===== config.mk =====
export PLATFORM = sky130hd
export DESIGN_NAME = arp_slave_flat
export DESIGN_NICKNAME = d
export VERILOG_FILES = /design/src/arp_pkg.sv /design/src/arp_rd_if.sv /design/src/arp_slave.sv /design/src/flat_wrapper.sv
export SDC_FILE = /design/constraint.sdc
export NUM_CORES = 1
export LEC_CHECK = 0
export ABC_AREA = 1
export BUFFER_PORTS_ARGS = -buffer_cell sky130_fd_sc_hd__buf_2
export CAP_MARGIN = 15
export CORE_MARGIN = 8
export CORE_UTILIZATION = 57
export CTS_BUF_LIST = sky130_fd_sc_hd__clkbuf_4 sky130_fd_sc_hd__clkbuf_8
export CTS_CLUSTER_DIAMETER = 80
export DETAILED_ROUTE_END_ITERATION = 10
export PLACE_DENSITY = 0.84
export SYNTH_ARGS = -nofsm -noshare
export SYNTH_HDL_FRONTEND = slang
export SYNTH_SLANG_ARGS = --single-unit

===== constraint.sdc =====
create_clock -name mclk -period 5.25 [get_ports mclk]
set_input_delay 0.525 -clock mclk [delete_from_list [all_inputs] [get_ports mclk]]
set_output_delay 0.525 -clock mclk [all_outputs]
set_load 0.1 [all_outputs]

===== src/arp_pkg.sv =====
// shared constants and types for the read channel port
package arp_pkg;

  // field widths
  localparam int ARP_ID_W = 4;
  localparam int ARP_ADDR_W = 32;
  localparam int ARP_LEN_W = 4;
  localparam int ARP_SIZE_W = 3;
  localparam int ARP_BURST_W = 2;
  localparam int ARP_LOCK_W = 2;
  localparam int ARP_CACHE_W = 4;
  localparam int ARP_PROT_W = 3;
  localparam int ARP_DATA_W = 32;
  localparam int ARP_RESP_W = 2;

  // read response kinds
  typedef enum logic [1:0] {
    ARP_RESP_OKAY = 2'h0,
    ARP_RESP_EXOKAY = 2'h1,
    ARP_RESP_SLVERR = 2'h2,
    ARP_RESP_DECERR = 2'h3
  } arp_resp_t;

  // burst kinds
  localparam logic [1:0] ARP_BURST_FIXED = 2'h0;
  localparam logic [1:0] ARP_BURST_INCR = 2'h1;
  localparam logic [1:0] ARP_BURST_WRAP = 2'h2;

  // reset values, and the constant one used in address arithmetic
  localparam logic [31:0] ARP_ADDR_RST = 32'h0000_0000;
  localparam logic [31:0] ARP_DATA_RST = 32'h0000_0000;
  localparam logic [3:0] ARP_ID_RST = 4'h0;
  localparam logic [3:0] ARP_LEN_RST = 4'h0;
  localparam logic [31:0] ARP_ONE = 32'h0000_0001;

endpackage


===== src/arp_rd_if.sv =====
// read address and read data channels joining master and slave
`timescale 1ns/1ps
interface arp_rd_if;
  import arp_pkg::*;

  // read address channel
  logic [ARP_ID_W-1:0] arid;
  logic [ARP_ADDR_W-1:0] araddr;
  logic [ARP_LEN_W-1:0] arlen;
  logic [ARP_SIZE_W-1:0] arsize;
  logic [ARP_BURST_W-1:0] arburst;
  logic [ARP_LOCK_W-1:0] arlock;
  logic [ARP_CACHE_W-1:0] arcache;
  logic [ARP_PROT_W-1:0] arprot;
  logic arvalid;
  logic arready;

  // read data channel
  logic [ARP_ID_W-1:0] rid;
  logic [ARP_DATA_W-1:0] rdata;
  logic [ARP_RESP_W-1:0] rresp;
  logic rlast;
  logic rvalid;
  logic rready;

  // master end
  modport master (
    output arid, araddr, arlen, arsize, arburst, arlock, arcache, arprot,
    output arvalid, rready,
    input arready, rid, rdata, rresp, rlast, rvalid
  );

  // slave end
  modport slave (
    input arid, araddr, arlen, arsize, arburst, arlock, arcache, arprot,
    input arvalid, rready,
    output arready, rid, rdata, rresp, rlast, rvalid
  );

endinterface // arp_rd_if


===== src/arp_slave.sv =====
// slave end of the read channel port: takes bursts, returns beats
// Notes on behaviour
// - master tags each read request with 4-bit id
// - only start address sent; later beats derived
// - length field fixes beat count; slave returns exactly
// - size and burst type steer beat address
// - master drives lock, cache and protection fields
// - master holds request stable until address ready
// - address ready high only when slave can accept
// - every returned beat carries the request id
// - read data bus is 32 bits wide
// - each beat carries one of four responses
// - last flag only on final beat of burst
// - read valid high only while data is presented
// - master read ready shows it can take data
`timescale 1ns/1ps
module arp_slave
  import arp_pkg::*;
(
  // clock and reset
  input wire logic mclk,
  input wire logic sys_rst,
  // link to master
  arp_rd_if.slave rd,
  // fetch request to local storage
  output logic memReq,
  output logic [ARP_ADDR_W-1:0] memAddr,
  output logic [ARP_SIZE_W-1:0] memSize,
  output logic [ARP_LOCK_W-1:0] memLock,
  output logic [ARP_CACHE_W-1:0] memCache,
  output logic [ARP_PROT_W-1:0] memProt,
  // fetch answer from local storage
  input wire logic memAck,
  input wire logic [ARP_DATA_W-1:0] memData,
  input wire arp_resp_t memResp
);

  typedef enum logic [1:0] {IDLE, FETCH, SEND} arp_sstate_t;

  ////////////////////////////////////////////////////////////////////////
  // beat address arithmetic
  function automatic logic [31:0] arpNextAddr(
    input logic [31:0] addr,
    input logic [2:0] size,
    input logic [1:0] burst,
    input logic [3:0] len
  );
    logic [31:0] step;
    logic [31:0] span;
    logic [31:0] mask;
    logic [31:0] inc;
    step = ARP_ONE << size;
    span = step * ({28'h000_0000, len} + ARP_ONE);
    mask = span - ARP_ONE;
    inc = addr + step;
    case (burst)
      ARP_BURST_FIXED: arpNextAddr = addr;
      ARP_BURST_WRAP: arpNextAddr = (addr & ~mask) | (inc & mask);
      default: arpNextAddr = inc;
    endcase
  endfunction

  ////////////////////////////////////////////////////////////////////////
  // registers
  arp_sstate_t state_reg;
  arp_sstate_t state_next;
  logic arready_reg;
  logic [ARP_ID_W-1:0] id_reg;
  logic [ARP_ADDR_W-1:0] addr_reg;
  logic [ARP_LEN_W-1:0] len_reg;
  logic [ARP_LEN_W-1:0] left_reg;
  logic [ARP_SIZE_W-1:0] size_reg;
  logic [ARP_BURST_W-1:0] burst_reg;
  logic [ARP_LOCK_W-1:0] lock_reg;
  logic [ARP_CACHE_W-1:0] cache_reg;
  logic [ARP_PROT_W-1:0] prot_reg;
  logic memReq_reg;
  logic rvalid_reg;
  logic rlast_reg;
  logic [ARP_DATA_W-1:0] rdata_reg;
  arp_resp_t rresp_reg;
  logic arTake;
  logic rDone;

  // handshakes complete only with valid and ready both high
  assign arTake = rd.arvalid && arready_reg;
  assign rDone = rvalid_reg && rd.rready;

  ////////////////////////////////////////////////////////////////////////
  // state sequencing
  always_comb begin
    state_next = state_reg;
    case (state_reg)
      IDLE: begin
        if (arTake) begin
          state_next = FETCH;
        end
      end
      FETCH: begin
        if (memAck) begin
          state_next = SEND;
        end
      end
      SEND: begin
        if (rDone) begin
          // exactly len+1 beats, then back to idle
          state_next = rlast_reg ? IDLE : FETCH;
        end
      end
      default: state_next = IDLE;
    endcase
  end

  // state register
  always_ff @(posedge mclk or posedge sys_rst) begin
    if (sys_rst) begin
      state_reg <= IDLE;
    end else begin
      state_reg <= state_next;
    end
  end

  // address ready only while idle, one burst in flight at a time
  always_ff @(posedge mclk or posedge sys_rst) begin
    if (sys_rst) begin
      arready_reg <= 1'b0;
    end else begin
      arready_reg <= (state_next == IDLE);
    end
  end

  ////////////////////////////////////////////////////////////////////////
  // request capture; master holds fields until taken
  always_ff @(posedge mclk or posedge sys_rst) begin
    if (sys_rst) begin
      id_reg <= ARP_ID_RST;
      len_reg <= ARP_LEN_RST;
      size_reg <= '0;
      burst_reg <= '0;
      lock_reg <= '0;
      cache_reg <= '0;
      prot_reg <= '0;
    end else if (arTake) begin
      id_reg <= rd.arid;
      len_reg <= rd.arlen;
      size_reg <= rd.arsize;
      burst_reg <= rd.arburst;
      lock_reg <= rd.arlock;
      cache_reg <= rd.arcache;
      prot_reg <= rd.arprot;
    end
  end

  // beat address: start address, then derived per beat
  always_ff @(posedge mclk or posedge sys_rst) begin
    if (sys_rst) begin
      addr_reg <= ARP_ADDR_RST;
    end else if (arTake) begin
      addr_reg <= rd.araddr;
    end else if (rDone) begin
      addr_reg <= arpNextAddr(addr_reg, size_reg, burst_reg, len_reg);
    end
  end

  // beats still owed after the current one
  always_ff @(posedge mclk or posedge sys_rst) begin
    if (sys_rst) begin
      left_reg <= ARP_LEN_RST;
    end else if (arTake) begin
      left_reg <= rd.arlen;
    end else if (rDone && !rlast_reg) begin
      left_reg <= left_reg - 4'h1;
    end
  end

  ////////////////////////////////////////////////////////////////////////
  // fetch strobe to local storage, held until acknowledged
  always_ff @(posedge mclk or posedge sys_rst) begin
    if (sys_rst) begin
      memReq_reg <= 1'b0;
    end else begin
      memReq_reg <= (state_next == FETCH) && !(state_reg == FETCH && memAck);
    end
  end

  ////////////////////////////////////////////////////////////////////////
  // read data beat: loaded on fetch answer, held until taken
  always_ff @(posedge mclk or posedge sys_rst) begin
    if (sys_rst) begin
      rvalid_reg <= 1'b0;
    end else if (state_reg == FETCH && memAck) begin
      rvalid_reg <= 1'b1;
    end else if (rDone) begin
      rvalid_reg <= 1'b0;
    end
  end

  // payload of the beat; stable while valid waits for ready
  always_ff @(posedge mclk or posedge sys_rst) begin
    if (sys_rst) begin
      rdata_reg <= ARP_DATA_RST;
      rresp_reg <= ARP_RESP_OKAY;
      rlast_reg <= 1'b0;
    end else if (state_reg == FETCH && memAck) begin
      rdata_reg <= memData;
      rresp_reg <= memResp;
      rlast_reg <= (left_reg == ARP_LEN_RST);
    end
  end

  ////////////////////////////////////////////////////////////////////////
  // outputs
  assign rd.arready = arready_reg;
  assign rd.rid = id_reg;
  assign rd.rdata = rdata_reg;
  assign rd.rresp = rresp_reg;
  assign rd.rlast = rlast_reg;
  assign rd.rvalid = rvalid_reg;
  assign memReq = memReq_reg;
  assign memAddr = addr_reg;
  assign memSize = size_reg;
  assign memLock = lock_reg;
  assign memCache = cache_reg;
  assign memProt = prot_reg;

endmodule // arp_slave


===== src/flat_wrapper.sv =====
// flat-port wrapper written by rule: the top's interface ports become plain ports
module arp_slave_flat import arp_pkg::*;
  (mclk, sys_rst, memReq, memAddr, memSize, memLock, memCache, memProt, memAck, memData, memResp, rd_arid, rd_araddr, rd_arlen, rd_arsize, rd_arburst, rd_arlock, rd_arcache, rd_arprot, rd_arvalid, rd_rready, rd_arready, rd_rid, rd_rdata, rd_rresp, rd_rlast, rd_rvalid);
  arp_rd_if rd_i ();
  input wire logic mclk;
  input wire logic sys_rst;
  output logic memReq;
  output logic [ARP_ADDR_W-1:0] memAddr;
  output logic [ARP_SIZE_W-1:0] memSize;
  output logic [ARP_LOCK_W-1:0] memLock;
  output logic [ARP_CACHE_W-1:0] memCache;
  output logic [ARP_PROT_W-1:0] memProt;
  input wire logic memAck;
  input wire logic [ARP_DATA_W-1:0] memData;
  input wire arp_resp_t memResp;
  input wire logic [$bits(rd_i.arid)-1:0] rd_arid;
  input wire logic [$bits(rd_i.araddr)-1:0] rd_araddr;
  input wire logic [$bits(rd_i.arlen)-1:0] rd_arlen;
  input wire logic [$bits(rd_i.arsize)-1:0] rd_arsize;
  input wire logic [$bits(rd_i.arburst)-1:0] rd_arburst;
  input wire logic [$bits(rd_i.arlock)-1:0] rd_arlock;
  input wire logic [$bits(rd_i.arcache)-1:0] rd_arcache;
  input wire logic [$bits(rd_i.arprot)-1:0] rd_arprot;
  input wire logic [$bits(rd_i.arvalid)-1:0] rd_arvalid;
  input wire logic [$bits(rd_i.rready)-1:0] rd_rready;
  output wire logic [$bits(rd_i.arready)-1:0] rd_arready;
  output wire logic [$bits(rd_i.rid)-1:0] rd_rid;
  output wire logic [$bits(rd_i.rdata)-1:0] rd_rdata;
  output wire logic [$bits(rd_i.rresp)-1:0] rd_rresp;
  output wire logic [$bits(rd_i.rlast)-1:0] rd_rlast;
  output wire logic [$bits(rd_i.rvalid)-1:0] rd_rvalid;
  assign rd_i.arid = rd_arid;
  assign rd_i.araddr = rd_araddr;
  assign rd_i.arlen = rd_arlen;
  assign rd_i.arsize = rd_arsize;
  assign rd_i.arburst = rd_arburst;
  assign rd_i.arlock = rd_arlock;
  assign rd_i.arcache = rd_arcache;
  assign rd_i.arprot = rd_arprot;
  assign rd_i.arvalid = rd_arvalid;
  assign rd_i.rready = rd_rready;
  assign rd_arready = rd_i.arready;
  assign rd_rid = rd_i.rid;
  assign rd_rdata = rd_i.rdata;
  assign rd_rresp = rd_i.rresp;
  assign rd_rlast = rd_i.rlast;
  assign rd_rvalid = rd_i.rvalid;
  arp_slave u_core (.mclk(mclk), .sys_rst(sys_rst), .rd(rd_i), .memReq(memReq), .memAddr(memAddr), .memSize(memSize), .memLock(memLock), .memCache(memCache), .memProt(memProt), .memAck(memAck), .memData(memData), .memResp(memResp));
endmodule

# Word-level counts from Yosys, hierarchy flattened
# Index checks and enable logic that the tools add are counted.
dict set report totals {
  ff_bits 98
  latchBits 0
  ramBits 0
  mem_bits_ro 0
  out_inout_bits 86
  wordCells 58
  mem_count 0
}
dict set report op_classes {
  n_addsub 4
  n_mul 1
  div_mod_pow 0
  magnitude_cmp 0
  eq_ne 5
  shifts 1
  mux 12
  bitwise 4
  n_reduce_logical 15
}
# cell count
set op_table {}
lappend op_table {{$and A32 B32 Y32} 2}
lappend op_table {{$mux W32} 2}
lappend op_table {{$pmux W32 S2} 1}
lappend op_table {{$add A32 B32 Y32} 1}
lappend op_table {{$mul A32 B32 Y32} 1}
lappend op_table {{$not A32 Y32} 1}
lappend op_table {{$or A32 B32 Y32} 1}
lappend op_table {{$shl A1 B3 Y32 const A} 1}
lappend op_table {{$sub A32 B1 Y32 const B} 1}
lappend op_table {{$mux W4} 2}
lappend op_table {{$logic_not A2 Y1} 3}
lappend op_table {{$mux W2} 3}
lappend op_table {{$pmux W2 S3} 1}
lappend op_table {{$reduce_bool A2 Y1} 3}
lappend op_table {{$add A4 B1 Y5 const B} 1}
lappend op_table {{$logic_and A1 B1 Y1} 5}
lappend op_table {{$eq A2 B1 Y1 const B} 2}
lappend op_table {{$eq A2 B2 Y1 const B} 2}
lappend op_table {{$logic_not A4 Y1} 1}
lappend op_table {{$sub A4 B1 Y4 const B} 1}
lappend op_table {{$mux W1} 3}
lappend op_table {{$logic_not A1 Y1} 2}
lappend op_table {{$ne A2 B1 Y1 const B} 1}
lappend op_table {{$reduce_and A2 Y1} 1}

# Logic depth before layout (Yosys ltp)
# Gate-level depths: netlist (run 1).
dict set report logic_depth {
  ltp_word 9
  mapped_depth 23
}

# Worst setup path before layout (run 1)
# OpenSTA, ideal clock, no wires.
dict set report synth_path {
  path_type {register -> register}
  from {register u_core.size_reg[2], in the netlist u_core.memSize[2]}
  to {register with a tool-made name}
  setup_ns 0.123
  t_arrival_ns 4.892
  required_time_ns 5.127
  slack_ns 0.235
  stages_incl_launch_ff 22
  n_path_buf 0
  period_less_slack_ns 5.015
  path_cell_list {dfrtp_1 > inv_1 > nor3_1 > inv_1 > nor2_1 > fa_1 > fa_1 > inv_1 > fa_1 > inv_1 > ha_1 > nand2_1 > nor2_1 > nand3_1 > nand2_2 > a21boi_0 > ha_1 > or2_2 > o21ai_1 > inv_1 > nor2_1 > a21oi_1}
}
# element line
set synth_lines {}
lappend synth_lines {{start, declared} arp_slave.sv:72} ;# logic [ARP_SIZE_W-1:0] size_reg;
lappend synth_lines {{start signal, assigned} arp_slave.sv:146} ;# size_reg <= rd.arsize;

==> impl_metrics.tcl, run 1 <==
set metrics [dict create \
    synth_edf_count 0 \
    status "finished, final reports clean" \
    numCtsBuffers 9 \
    core.rowCount 42 \
    hold_path.class "in -> async" \
    htree_levels 3 \
    synth.most_common_cell "nand2_1" \
    finalWirelength_mm 21.9 \
    fp.dieW_um 131 \
    fin_crit_ns 4.89 \
    reg2regPathDepth 21 \
    fmax_mhz 205 \
    place.gp.congestion 0.951 \
    grt_use_total_pct 25.4 \
    syn_to_final_growth_pct 17.6 \
    slowest_stage "nor3_1" \
    end_kind "flip-flop" \
    postCtsHoldBufs 0 \
    required_ns 5.52 \
    worstPathCellList "inv_2 -> nor3_1 -> inv_1 -> nor2_1 -> fa_1 -> inv_1 -> fa_1 -> fa_1 -> inv_1 -> ha_1 -> nand2_1 -> nand3_1 -> nand3_1 -> nand2_2 -> a21boi_0 -> ha_1 -> inv_1 -> nor2_1 -> nor2_1 -> a211oi_1 -> a21oi_1" \
    synth_top_area_share_pct 32.3 \
    crit_top_cell "inv_1" \
    clk_latency_ns 0.40 \
    synth_fp_nets 1256 \
    design.core.area_mm2 0.0131 \
    post_cts.repair.setup_buffers 0 \
    path_clk_slew_ns 0.11 \
    synth.distinct_cells 47 \
    fin_setup_tns_ns 0 \
    n_fill_cell 1155 \
    routedWlPerCell_um 15.1 \
    numClockSinks 98 \
    antenna_found_initial 2 \
    reg2reg_from "u_core.memSize[1]" \
    cap_violations 0 \
    synth.avg_cell_area_um2 6.90 \
    port_buffers 178 \
    yosys_warnings 0 \
    path_class "reg -> reg" \
    ys_seq_area_share_pct 32.3 \
    grt-ovfl-total 0 \
    syn_inst 1100 \
    rsz0062_at_grt "false" \
    crit_fanout 6 \
    clockRootBuffer "clkbuf_8" \
    diodes 0 \
    clockBufferDepth 2 \
    fin_crit_sh_pct 93.1 \
    place_hpwl_mm 17.3 \
    rrSetupSlack_ns 0.36 \
    vias_per_cell 5.23 \
    slew_headroom_pct 36.2 \
    slowest_delay_ns 0.60 \
    vias 7610 \
    ioPinCount 179 \
    async_flop_share_pct 100 \
    grt_pass1_vias 7409 \
    synth_area_leaders "dfrtp_1 (32%), nand2_1 (21%), inv_1 (7.5%)" \
    ant_nets 0 \
    hold_viol_final 0 \
    dieArea_mm2 0.0173 \
    cts_tree "built" \
    start_util_pct 57.7 \
    ys_seq_elements 98 \
    finalMaxSlewViolations 0 \
    fin_nets 1430 \
    synth_top_flop_cell "dfrtp_1" \
    synth_area_mm2 0.00759 \
    die_y_um 131 \
    drc_errors 0 \
    tightest_slew_ns 0.955 \
    arrival_ns 5.16 \
    skew_ns 0.0146 \
    synth_common_cells "nand2_1 (418), inv_1 (152), dfrtp_1 (98)" \
    yosysTopAreaCell "dfrtp_1" \
    drt_pass1_iterations 6 \
    ctsResizeCount 0 \
    grt_first_pass_wirelength_mm 36.1 \
    drive_gt1_share_pct 20.6 \
    drtIter0Drc 588 \
    critPathLaunchType "flip-flop" \
    setup_violations 0 \
    grt_max_degree 56 \
]
cell usage in the layout, fill, tap and decap left out, types with 10 or more instances in the layout:
cell type  synthesis  routed
ha_1              41      41
clkbuf_8           0      10
inv_1            152     150
nand2_1          418     417
fa_1              22      22
nor2_1            91      90
nand3_1           83      83
o21ai_0           21      21
buf_2              8     178
a21oi_1           24      24
nor3_1            13      13
dfrtp_1           98      98
nand2_2           12      13
nand4_1           18      18
worst max path at each step:
stage,from,slack [ns],to
after global placement,u_core.memSize[1],0.52,flip-flop
after detailed placement,u_core.memSize[1],0.41,flip-flop
after global routing,u_core.memSize[1],0.001,flip-flop
after CTS,u_core.memSize[1],0.39,flip-flop
after floorplan,u_core.memSize[2],0.23,flip-flop
final,u_core.memSize[1],0.36,flip-flop
final cells by class:
cell class	count	area, um2	share of cell area (%)
multi-input cells	819	4440	49.7
flip-flops and latches	98	2450	27.5
repair buffers	187	978	11.0
inverters	159	602	6.74
well taps	176	220	2.47
clock buffers	10	138	1.54
clock inverters	6	95.1	1.07
layer usage:
layer  part of all wire, %  up-vias  global-route usage, %  wire (um)
met3                    10       36                   8.23       2210
met1                    42     3468                   31.8       9280
met2                    46      335                   41.2      10000
met4                   1.8        4                   6.83        394
met5                 0.082        -                      0         18
li1                      -     3767                      -          -
metrics by stage:
stage | hold WS (ns) | setup WS [ns] | std cells | utilization (%) | instance area, um2
floorplan | 0.475 | 0.235 | 1100 | - | 7590
global placement | 0.449 | 0.517 | 1438 | 66.0 | 8660
detailed placement | 0.454 | 0.408 | 1438 | 66.0 | 8660
CTS | 0.226 | 0.391 | 1454 | 67.7 | 8900
global route | 0.262 | 0.00149 | 1455 | 67.9 | 8920
finish | 0.200 | 0.365 | 1455 | 67.9 | 8920
cell families after synthesis:
family | synth area share, %
AOI/OAI and AO/OA | 6.45
xor gates and xnor gates | 1.04
adders and majority gates | 12.6
buffers and inverters | 9.22
DFF | 32.3
and+or+nand+nor | 38.4
critical path, delay by kind of cell, from the launching register on:
| family | cells | cell delay, ns |
|---|---|---|
| DFF | 1 | 0.45 |
| and+or+nand+nor | 8 | 1.47 |
| adders and majority gates | 5 | 2.01 |
| buffers and inverters | 5 | 0.39 |
| AOI/OAI and AO/OA | 3 | 0.46 |
Power of run 1 is left out: the tool's default activity adds up to more than one toggle a clock period on the data nets, which glitch-free logic cannot reach.
==> run 2, diff against run 1 <==
--- a/config.mk
+++ b/config.mk
@@ -5,15 +5,14 @@
 export SDC_FILE = /design/constraint.sdc
 export NUM_CORES = 1
 export LEC_CHECK = 0
-export ABC_AREA = 1
 export BUFFER_PORTS_ARGS = -buffer_cell sky130_fd_sc_hd__buf_2
 export CAP_MARGIN = 15
 export CORE_MARGIN = 8
-export CORE_UTILIZATION = 57
+export CORE_UTILIZATION = 55
 export CTS_BUF_LIST = sky130_fd_sc_hd__clkbuf_4 sky130_fd_sc_hd__clkbuf_8
 export CTS_CLUSTER_DIAMETER = 80
 export DETAILED_ROUTE_END_ITERATION = 10
-export PLACE_DENSITY = 0.84
+export PLACE_DENSITY = 0.83
 export SYNTH_ARGS = -nofsm -noshare
 export SYNTH_HDL_FRONTEND = slang
 export SYNTH_SLANG_ARGS = --single-unit
==> impl_metrics.tcl, run 2 <==
set metrics [dict create \
    synth.distinct_cells 62 \
    critPathLaunchType "flip-flop" \
    syn_to_final_growth_pct 19.2 \
    reg2regPathDepth 18 \
    numCtsBuffers 9 \
    synth_common_cells "nand2_1 (125), dfrtp_1 (98), inv_1 (64)" \
    skew_ns 0.0155 \
    clockBufferDepth 2 \
    vias 5445 \
    fin_crit_ns 4.88 \
    setup_violations 0 \
    ant_nets 0 \
    yosysTopAreaCell "dfrtp_1" \
    async_flop_share_pct 100 \
    arrival_ns 5.10 \
    synth.most_common_cell "nand2_1" \
    rrSetupSlack_ns 0.37 \
    drt_pass1_iterations 4 \
    vias_per_cell 5.36 \
    fin_crit_sh_pct 92.9 \
    drtIter0Drc 254 \
    reg2reg_from "u_core.memSize[1]" \
    grt_pass1_vias 5812 \
    fp.dieW_um 124 \
    core.rowCount 39 \
    synth_top_flop_cell "dfrtp_1" \
    grt_use_total_pct 21.9 \
    tightest_slew_ns 0.960 \
    port_buffers 178 \
    crit_fanout 11 \
    ioPinCount 179 \
    cap_violations 0 \
    slowest_delay_ns 0.56 \
    ys_seq_area_share_pct 38.1 \
    slew_headroom_pct 35.8 \
    hold_viol_final 0 \
    ys_seq_elements 98 \
    drive_gt1_share_pct 30.0 \
    fmax_mhz 205 \
    design.core.area_mm2 0.0114 \
    start_util_pct 56.4 \
    synth_area_leaders "dfrtp_1 (38%), ha_1 (8.0%), nand2_1 (7.3%)" \
    layout_commonest_cell "buf_2" \
    worstPathCellList "or3b_2 -> inv_1 -> nand2_1 -> fa_1 -> inv_1 -> fa_1 -> inv_1 -> ha_1 -> fa_1 -> a211oi_2 -> o21ai_1 -> a221oi_4 -> o21a_1 -> ha_1 -> o211ai_1 -> nor2_1 -> xnor2_1 -> a21oi_1" \
    synth_top_area_share_pct 38.1 \
    n_fill_cell 938 \
    syn_inst 696 \
    grt_max_degree 51 \
    finalWirelength_mm 16.9 \
    cts_tree "built" \
    clockRootBuffer "clkbuf_8" \
    synth.avg_cell_area_um2 9.25 \
    status "finished, final reports clean" \
    routedWlPerCell_um 16.7 \
    dieArea_mm2 0.0154 \
    multi_input_area_mm2 0.00366 \
    grt-ovfl-total 0 \
    post_cts.repair.setup_buffers 0 \
    numClockSinks 98 \
    hold_path.class "in -> async" \
    end_kind "flip-flop" \
    fin_setup_tns_ns 0 \
    regArea_mm2 0.00245 \
    layout_common_cells "buf_2 (178), nand2_1 (124), dfrtp_1 (96)" \
    drc_errors 0 \
    synth_area_mm2 0.00644 \
    yosys_warnings 0 \
    grt_first_pass_wirelength_mm 28.3 \
    place_hpwl_mm 13.2 \
    clk_latency_ns 0.38 \
    slowest_stage "fa_1" \
    path_class "reg -> reg" \
    antenna_found_initial 0 \
    synth_edf_count 0 \
    required_ns 5.47 \
    die_y_um 124 \
    path_clk_slew_ns 0.11 \
    rsz0062_at_grt "false" \
    synth_fp_nets 852 \
    finalMaxSlewViolations 0 \
    fin_nets 1023 \
    place.gp.congestion 0.870 \
    htree_levels 3 \
]
-- run 2: cell count changes after synthesis, moves of 10 or more --
cell / change
nand3_1: -71
a21oi_1: +10
clkbuf_1: +10
nand2_1: -293
o21ai_1: +10
inv_1: -88
nor2_1: -42
xor2_1: +12
o21ai_0: +11
mux2_2: +34
xnor2_1: +20
nand2_2: -12
-- run 2: layer usage --
| layer | wire, um | track usage [%] | up-vias |
|---|---|---|---|
| met1 | 6930 | 25.0 | 2610 |
| li1 | - | - | 2656 |
| met3 | 1490 | 8.17 | 18 |
| met5 | 0 | 0 | - |
| met2 | 8300 | 37.8 | 161 |
| met4 | 198 | 5.46 | 0 |
-- run 2: worst max path at each step --
stage,start,end,slack (ns),cells after the start
final,u_core.memSize[1],flip-flop,0.37,18
after detailed placement,u_core.memSize[0],flip-flop,0.35,18
after global placement,u_core.memSize[0],flip-flop,0.46,18
after CTS,u_core.memSize[0],flip-flop,0.32,18
after floorplan,u_core.memSize[1],flip-flop,0.008,18
after global routing,u_core.memSize[1],flip-flop,0.07,18
-- run 2: logic make-up after synthesis --
group | count (synthesis) | synth area share, %
compound gates | 113 | 11.2
xor+xnor | 41 | 5.57
fa+ha+maj | 63 | 14.8
buf+inv | 90 | 5.32
flops | 98 | 38.1
mux | 40 | 6.88
simple gates | 251 | 18.2
-- run 2: timing repair --
item	in CTS	in global routing
setup endpoints to repair	0	3
hold endpoints to repair	0	0
hold buffers	0	0
resized for setup	0	2
-- run 2: through the flow --
step | cells | hold slack, ns | util [%] | cell area [um2] | worst slack [ns]
2_1_floorplan | 696 | 0.473 | - | 6440 | 0.00816
3_3_place_gp | 999 | 0.454 | 65.5 | 7480 | 0.460
3_5_place_dp | 999 | 0.464 | 65.5 | 7480 | 0.353
4_1_cts | 1015 | 0.220 | 67.2 | 7670 | 0.316
5_1_grt | 1015 | 0.249 | 67.2 | 7680 | 0.0721
6_report | 1016 | 0.198 | 67.3 | 7680 | 0.373
-- run 2: area by class of cell --
class / instances / share of cell area [%]
repair buffers: 186 / 12.4
clock inverters: 6 / 0.717
multi-input cells: 508 / 47.6
diodes: 1 / 0.0326
flip-flops and latches: 98 / 32.0
well taps: 143 / 2.33
clock buffers: 10 / 1.79
inverters: 64 / 3.16
-- run 2: worst max-delay path, delay by kind of cell (launching register included) --
| family | cells | cell delay [ns] |
|---|---|---|
| AND/OR/NAND/NOR | 3 | 0.79 |
| AO/OA/AOI/OAI | 6 | 1.17 |
| adder cells (fa/ha/maj) | 5 | 1.89 |
| XOR/XNOR | 1 | 0.13 |
| flip-flops | 1 | 0.48 |
| buffers and inverters | 3 | 0.28 |
Power of run 2 is left out for the same reason.
==> run 3, diff against run 2 <==
--- a/config.mk
+++ b/config.mk
@@ -13,6 +13,7 @@
 export CTS_CLUSTER_DIAMETER = 80
 export DETAILED_ROUTE_END_ITERATION = 10
 export PLACE_DENSITY = 0.83
+export RECOVER_POWER = 25
 export SYNTH_ARGS = -nofsm -noshare
 export SYNTH_HDL_FRONTEND = slang
 export SYNTH_SLANG_ARGS = --single-unit
==> impl_metrics.tcl, run 3 (same netlist as run 2, synthesis figures left out) <==
set metrics [dict create \
    port_buffers 178 \
    syn_to_final_growth_pct 19.1 \
    path_class "reg -> reg" \
    critical-path-top-delay-family "adder cells" \
    numCtsBuffers 9 \
    clk_latency_ns 0.37 \
    drtIter0Drc 252 \
    setup_violations 0 \
    dp_slack_ns 0.353 \
    fin_crit_ns 4.88 \
    cp.buffers_inverters 3 \
    postCtsHoldBufs 0 \
    violations "max-capacitance violations, max-slew violations" \
    grt_pass1_vias 5812 \
    place.gp.congestion 0.870 \
    dieArea_mm2 0.0154 \
    hold_viol_final 0 \
    end_kind "flip-flop" \
    htree_levels 3 \
    cap_violations 3 \
    finalMaxSlewViolations 134 \
    clockBufferDepth 2 \
    grt_use_total_pct 21.9 \
    vias 5455 \
    core.rowCount 39 \
    clockRootBuffer "clkbuf_8" \
    drt_pass1_iterations 4 \
    worstPathCellList "or3b_2 -> inv_1 -> nand2_1 -> fa_1 -> inv_1 -> fa_1 -> inv_1 -> ha_1 -> fa_1 -> a211oi_2 -> o21ai_1 -> a221oi_4 -> o21a_1 -> ha_1 -> o211ai_1 -> nor2_1 -> xnor2_1 -> a21oi_1" \
    skew_ns 0.0137 \
    fin_setup_tns_ns 0 \
    die_y_um 124 \
    fin_crit_sh_pct 92.9 \
    grt-ovfl-total 0 \
    path_clk_slew_ns 0.10 \
    timing.final.ws_setup_ns 0.373 \
    arrival_ns 5.10 \
    vias_per_cell 5.37 \
    place_hpwl_mm 13.2 \
    required_ns 5.47 \
    slew_headroom_pct -83.0 \
    ctsResizeCount 0 \
    tightest_slew_ns 2.74 \
    slowest_stage "fa_1" \
    layout_common_cells "buf_2 (178), nand2_1 (124), dfrtp_1 (96)" \
    grt_max_degree 51 \
    grt_first_pass_wirelength_mm 28.3 \
    hold_path.class "in -> reg" \
    crit_fanout 11 \
    start_util_pct 56.4 \
    n_fill_cell 940 \
    rsz0062_at_grt "false" \
    finalWirelength_mm 16.9 \
    drc_errors 0 \
    ioPinCount 179 \
    fin_nets 1023 \
    fmax_mhz 205 \
    numClockSinks 98 \
    routedWlPerCell_um 16.6 \
    drive_gt1_share_pct 29.8 \
    slowest_delay_ns 0.56 \
    cts_tree "built" \
    status "finished with violations" \
    ant_nets 0 \
    critPathLaunchType "flip-flop" \
    design.core.area_mm2 0.0114 \
    fp.dieW_um 124 \
    post_cts.repair.setup_buffers 0 \
    layout_commonest_cell "buf_2" \
    holdWs_ns 0.336 \
    antenna_found_initial 0 \
]
## run 3: changes by cell type in the layout (fill, tap and decap cells not counted)
cell        delta
inv_4          -1
clkbuf_1       +1
and2_2         -1
clkinvlp_2     +1
buf_4          -1
and2_0         +1
## run 3: per-stage QoR
stage               util, %  instance area (um2)  instances
finish                 67.2                 7670       1016
global route           67.2                 7670       1015
floorplan                 -                 6440        696
global placement       65.5                 7480        999
detailed placement     65.5                 7480        999
CTS                    67.2                 7670       1015
## run 3: cell type report
class,instances,area [um2],area share [%]
Multi-Input combinational cell,508,3660,47.6
Sequential cell,98,2450,32.0
Timing Repair Buffer,186,947,12.3
Inverter,64,241,3.15
Tap cell,143,179,2.33
Clock buffer,10,138,1.79
Clock inverter,6,55.1,0.717
Antenna cell,1,2.50,0.0326
## run 3: routing by layer
layer  wire length [um]  global-route usage, %  vias to the layer above
li1                   -                      -                     2655
met1               6870                   25.0                     2622
met2               8320                   37.8                      158
met3               1510                   8.17                       20
met4                197                   5.46                        0
met5                  0                      0                        -
## run 3: worst min-delay path: stages
cell,delay (ns)
buf_2,0.07
nand2_1,0.04
nand2_1,0.04
## run 3: path summary, 6_finish.rpt
kind / depth (start not counted) / startpoint / to / slack (ns)
max in group asynchronous: 3 / sys_rst / u_core.memSize[2] / 1.07
min in group asynchronous: 2 / sys_rst / u_core.rd.rdata[19] / 0.67
worst max-delay path: 18 / u_core.memSize[1] / flip-flop / 0.37
worst max register to register: 18 / u_core.memSize[1] / flip-flop / 0.37
worst min register to register: 2 / u_core.memLock[1] / u_core.memLock[1] / 0.48
worst min-delay path: 3 / rd_arcache[0] / u_core.memCache[0] / 0.34
Power of run 3 is left out for the same reason.
